==> config.mk <==
export PLATFORM = sky130hd
export DESIGN_NAME = unr_nvm_read_port
export DESIGN_NICKNAME = d
export VERILOG_FILES = /design/src/rtl/unr_pkg.sv /design/src/rtl/unr_nvm_read_port.sv
export SDC_FILE = /design/constraint.sdc
export NUM_CORES = 2
export LEC_CHECK = 0
export ABC_AREA = 1
export BUFFER_PORTS_ARGS = -buffer_cell sky130_fd_sc_hd__buf_2
export CAP_MARGIN = 10
export CELL_PAD_IN_SITES_DETAIL_PLACEMENT = 2
export CELL_PAD_IN_SITES_GLOBAL_PLACEMENT = 2
export CORE_MARGIN = 2
export CORE_UTILIZATION = 36
export CTS_CLUSTER_SIZE = 16
export DETAILED_ROUTE_END_ITERATION = 10
export PLACE_DENSITY_LB_ADDON = 0.1
export SLEW_MARGIN = 20
export SYNTH_ARGS = -nofsm -noshare
export SYNTH_HDL_FRONTEND = slang
export SYNTH_SLANG_ARGS = --single-unit
==> constraint.sdc <==
create_clock -name clk_sys_i -period 11.39 [get_ports clk_sys_i]
set_clock_uncertainty 0.05 [all_clocks]
set_input_delay 1.139 -clock clk_sys_i [delete_from_list [all_inputs] [get_ports clk_sys_i]]
set_output_delay 1.139 -clock clk_sys_i [all_outputs]
set_load 0.01 [all_outputs]
==> src/rtl/unr_pkg.sv <==
package unr_pkg;
  localparam int BANK_COUNT = 8;
  localparam int BANK_BITS = 128;
  localparam int BYTE_BITS = 8;
  localparam int BYTES_PER_BANK = BANK_BITS / BYTE_BITS;
  localparam int BANK_IDX_W = 3;
  localparam int BYTE_IDX_W = 4;
  localparam int ADDR_W = BANK_IDX_W + BYTE_IDX_W;
  localparam int ADDR_BANK_LSB = BYTE_IDX_W;
  localparam logic [7:0] RESET_DATA = 8'h00;
  localparam logic [127:0] ERASED_BANK = {128{1'b1}};

  // Programming path states, Gray coded along erase then write
  typedef enum logic [1:0] {
    UNR_IDLE = 2'h0,
    UNR_ERASE = 2'h1,
    UNR_LOAD = 2'h3,
    UNR_DONE = 2'h2
  } unr_prog_state_type;
endpackage

==> src/rtl/unr_nvm_read_port.sv <==
// Behaviour
// - Store is eight banks of 128 bits; programming writes whole banks.
// - Core reads return one byte per access on the system clock.
// - Upper three address bits select bank, lower four select byte.
// - Erase and write only via the programming path; core cannot write.
// - Contents readable through programming path or core address port.
// - Program by erase then write, optionally through AES decryption.
`timescale 1ns/1ns
module unr_nvm_read_port #(
  parameter bit AES_PRESENT = 1'b1
) (
  input wire logic clk_sys_i,
  input wire logic rst_n_i,
  // Core read port
  input wire logic rd_en_i,
  input wire logic [6:0] rd_addr_i,
  output logic [7:0] rd_data_o,
  output logic rd_valid_o,
  // Programming path side (bank granular)
  input wire logic prog_start_i,
  input wire logic [2:0] prog_bank_i,
  input wire logic [127:0] prog_data_i,
  input wire logic prog_encrypted_i,
  input wire logic [127:0] aes_plain_i,
  input wire logic aes_plain_valid_i,
  output logic aes_req_o,
  output logic [127:0] aes_cipher_o,
  output logic prog_busy_o,
  output logic prog_done_o,
  output logic prog_error_o,
  input wire logic rb_req_i,
  input wire logic [2:0] rb_bank_i,
  output logic [127:0] rb_data_o
);

  typedef struct packed {
    logic [unr_pkg::BANK_COUNT-1:0][unr_pkg::BANK_BITS-1:0] mem;
    unr_pkg::unr_prog_state_type st;
    logic [2:0] bank;
    logic [127:0] buf_data;
    logic enc;
    logic [7:0] rd_data;
    logic rd_valid;
    logic aes_req;
    logic busy;
    logic done;
    logic err;
    logic [127:0] rb_data;
  } unr_state_type;

  unr_state_type state_reg;
  unr_state_type state_next;

  function automatic logic [7:0] pick_byte(input logic [127:0] bank_word,
                                          input logic [3:0] idx);
    pick_byte = bank_word[idx*unr_pkg::BYTE_BITS +: unr_pkg::BYTE_BITS];
  endfunction

  ////////////////////////////////////////////////////////////////////////////
  always_comb begin
    state_next = state_reg;
    state_next.done = 1'b0;
    state_next.err = 1'b0;
    state_next.rd_valid = 1'b0;
    if (rd_en_i) begin
      // Bank from high bits, byte from low bits
      state_next.rd_data = pick_byte(
        state_reg.mem[rd_addr_i[unr_pkg::ADDR_W-1:unr_pkg::ADDR_BANK_LSB]],
        rd_addr_i[unr_pkg::BYTE_IDX_W-1:0]);
      state_next.rd_valid = 1'b1;
    end
    if (rb_req_i) begin
      state_next.rb_data = state_reg.mem[rb_bank_i];
    end
    // Only the programming path modifies the array
    case (state_reg.st)
      unr_pkg::UNR_IDLE: begin
        if (prog_start_i) begin
          if (prog_encrypted_i && !AES_PRESENT) begin
            state_next.err = 1'b1;
          end else begin
            state_next.bank = prog_bank_i;
            state_next.buf_data = prog_data_i;
            state_next.enc = prog_encrypted_i;
            state_next.busy = 1'b1;
            state_next.st = unr_pkg::UNR_ERASE;
          end
        end
      end
      unr_pkg::UNR_ERASE: begin
        state_next.mem[state_reg.bank] = unr_pkg::ERASED_BANK;
        state_next.st = unr_pkg::UNR_LOAD;
        state_next.aes_req = state_reg.enc;
      end
      unr_pkg::UNR_LOAD: begin
        if (!state_reg.enc) begin
          state_next.mem[state_reg.bank] = state_reg.buf_data;
          state_next.st = unr_pkg::UNR_DONE;
        end else if (aes_plain_valid_i) begin
          state_next.mem[state_reg.bank] = aes_plain_i;
          state_next.aes_req = 1'b0;
          state_next.st = unr_pkg::UNR_DONE;
        end
      end
      unr_pkg::UNR_DONE: begin
        state_next.busy = 1'b0;
        state_next.done = 1'b1;
        state_next.st = unr_pkg::UNR_IDLE;
      end
      default: begin
        state_next.st = unr_pkg::UNR_IDLE;
      end
    endcase
  end

  ////////////////////////////////////////////////////////////////////////////
  always_ff @(posedge clk_sys_i) begin
    if (!rst_n_i) begin
      // Array is nonvolatile: contents survive reset
      state_reg <= '{
        mem: state_reg.mem,
        st: unr_pkg::UNR_IDLE,
        bank: '0,
        buf_data: '0,
        enc: 1'b0,
        rd_data: unr_pkg::RESET_DATA,
        rd_valid: 1'b0,
        aes_req: 1'b0,
        busy: 1'b0,
        done: 1'b0,
        err: 1'b0,
        rb_data: '0
      };
    end else begin
      state_reg <= state_next;
    end
  end

  assign rd_data_o = state_reg.rd_data;
  assign rd_valid_o = state_reg.rd_valid;
  assign aes_req_o = state_reg.aes_req;
  assign aes_cipher_o = state_reg.buf_data;
  assign prog_busy_o = state_reg.busy;
  assign prog_done_o = state_reg.done;
  assign prog_error_o = state_reg.err;
  assign rb_data_o = state_reg.rb_data;

endmodule

==> impl_metrics.toml <==
[synthesis]
ys_types = 22
ys_ff_latch = 1298
synth_area_leaders = "edfxtp_1, nand2_1, o21ai_0, inv_1, dfxtp_1"
synth_nets = 11200
synth_xor_area_share_pct = 0
synth-compound-area-share_pct = 15.8
synth-simple-area-share_pct = 22.8
synth_top_family_by_area = "simple AND/OR/NAND/NOR gates"
yosys.area.top_type = "edfxtp_1"
yosysMostFrequentCell = "nand2_1"
synth-seq-area-share_pct = 46.1
synthAdderAreaFrac_pct = 0
synth_top_cell_area_share_pct = 39.1
synthTopCellsByCount = "nand2_1, inv_1, o21ai_0"
netlist_area_um2 = 78600
synth_mux_area_share_pct = 0
yosys_warnings = 0
synth_top_flop_cell = "edfxtp_1"
syn_area_per_cell_um2 = 7.21
ys_async_sr_fraction_pct = 0
syn_inst = 10900
synth-edff-count = 1024

[outcome]
status = "complete, no violations"

[power_and_ir_drop]
powerDensity_nw_per_um2 = 151
seqPwrFrac_pct = 43.0
internal-power_w = 0.00905
power.leakage_nw = 42.5
swShare_pct = 30.3
p_switching_w = 0.00393
comb_power_share_pct = 15.9
p_clk_share_pct = 41.1
peakVddDrop_mv = 0.176

[worst_setup_path]
reg2reg_depth = 6
critical_path_buf_inv_count = 4
slowest_stage = "a21oi_4"
arrival_ns = 4.95
timing.rr.start = "state_reg[273]"
worstSetupStartpointType = "register"
end_kind = "register"
crit_type = "reg2reg"
crit_family = "buffers and inverters"
cp_max_fo = 78
regToRegSetupSlack_ns = 6.86
worst_ep_required_time_ns = 11.81
max_stage_delay_ns = 0.93
crit_path_frequent_cell = "buf_4"
worstPathCellList = "nand2_4, inv_8, buf_4, a21oi_4, buf_4, buf_4"
r2r_end = "state_reg[961]"

[min_path]
hp-class = "reg2reg"
hold_depth = 2
hold_end = "aes_cipher_o[72]"
worst_hold_startpoint = "aes_cipher_o[72]"

[sta]
slew_violations = 0
min_period_over_period_pct = 39.8
max_clock_freq_mhz = 221
whs_ns = 0.421
setup_tns_ns = 0
fin_crit_ns = 4.53
finalHoldViolCount = 0
setup_violations = 0
worst_slew_pin_slew_ns = 1.33
relSlewSlack_pct = 11.4
rsz0062_at_grt = "false"

[global_routing]
grt_pass1_wl_um = 526000
track_usage_pct = 30.8
gr-total-overflow = 0
antenna_found_initial = 8
grt_pass1_vias = 81800
grt_start_max_net_pins = 217

[clock_network]
cts_resized = 0
hold_buffers = 0
cts.sinks = 1298
clk_path_buf_depth = 3
clk_latency_ns = 0.85
cts_buffers = 165
post_cts_buffers = 0
clk_pin_slew_ns = 0.06
cts_tree = "yes"
root_buffer = "clkbuf_16"
htreeDepth = 4

[routing]
routed_wl_um = 351000
firstDrtPassIters = 7
drtAntennaViolNets = 0
drt-wirelength-per-cell_um = 25.6
drtIter0Drc = 5234
vias_per_cell = 5.56
vias = 76100
drc = 0

[final_layout]
layout.nets = 11000
syn_to_final_growth_pct = 9.43
largest_reg_flops = 1030
drive_gt1_share_pct = 8.76
final_core_util_pct = 39.6

[die]
die_h_um = 471
die-area_um2 = 222000
ios = 545
die_w_um = 471
core-area_um2 = 217000
row_count = 171
start_util_pct = 36.2

[flow_run]
cap_violations = 0

[place]
io_buffers = 543
dp_hpwl_um = 199000
routabilityCongestion = 0.797
-- worst max path at each step --
stage                         from               to  cells past startpoint
floorplan                  rst_n_i  state_reg[1043]                      5
global placement      rd_addr_i[4]     rd_data_o[2]                     14
detailed placement         rst_n_i   state_reg[956]                      7
CTS                 state_reg[273]   state_reg[958]                      6
global route        state_reg[273]   state_reg[958]                      6
finish              state_reg[273]   state_reg[961]                      6
-- power by group through the flow --
stage                     combinational (W)  clock, W  sequential, W
after floorplan                     0.00134         0        0.00565
after global placement              0.00195         0        0.00567
after detailed placement            0.00204         0        0.00568
after CTS                           0.00206   0.00545        0.00558
after global routing                0.00227   0.00562        0.00561
final                               0.00206   0.00534        0.00559
-- cell families after synthesis --
kind of cell | after synthesis
flops | 1298
buf+inv | 2724
simple gates | 4433
other cells | 1
compound gates | 2434
-- metrics by stage --
stage                     area (um2)  worst slack, ns  instances  power, W
after CTS                      85900             6.79      13700    0.0131
after detailed placement       80600             6.16      13400   0.00772
after floorplan                78600             2.84      10900   0.00700
after global placement         80600             6.22      13400   0.00762
final                          86000             6.86      13700    0.0130
after global routing           86000             6.72      13700    0.0135
-- per-layer routing --
metal  global-route usage (%)  vias to the layer above  routed length [um]
li1                         -                    34400                   -
met1                     40.8                    39200              155000
met5                        0                        -                   0
met4                     8.74                        0                9230
met3                     3.16                      468               16200
met2                     53.1                     1998              170000
-- final cells by class --
cell class,count,area (um2)
Sequential cell,1298,36200
Inverter,1681,6360
Multi-Input combinational cell,6868,30600
Timing Repair Buffer,662,3860
Antenna cell,3,7.51
Fill cell,25500,131000
Tap cell,2854,3570
Clock buffer,242,4800
Clock inverter,66,551
-- layout by cell type (no fill, tap or decap) --
master      netlist  routed
dfxtp_1         274     273
o21ai_0        1294    1294
a21oi_1         876     868
edfxtp_1       1024    1024
buf_12            0      14
inv_1          1678    1673
nand2_4           0       1
buf_4           294     105
clkbuf_16         0     172
o211ai_1         35      35
nor2_1            6       6
bufinv_16         0       7
o22ai_1          93      93
dfxtp_4           0       1
o21ai_2           0      10
a21oi_2           8       8
buf_6            51       3
a21oi_4           0       8
inv_16            0       1
nand3_1        1019    1011
buf_8             0       6
buf_2           209     534
nand3_4           0       8
clkinv_2          0      31
clkinvlp_4        0       2
clkinv_1          1      19
nand2_1        3407    3406
inv_6             0       7
clkbuf_1        425      47
diode_2           0       3
clkinv_8          0       4
o21ai_1         128     118
inv_8             1       3
clkbuf_8          0      23
nand3b_1          1       1
conb_1            1       1
-- worst register-to-register path, delay by kind of cell (launching register included) --
| kind | cells | cell delay (ns) |
|---|---|---|
| DFF | 1 | 0.37 |
| buffers and inverters | 4 | 2.44 |
| and+or+nand+nor | 1 | 0.29 |
| AOI/OAI and AO/OA | 1 | 0.95 |
Note: power is estimated with default switching activity, not from simulation.
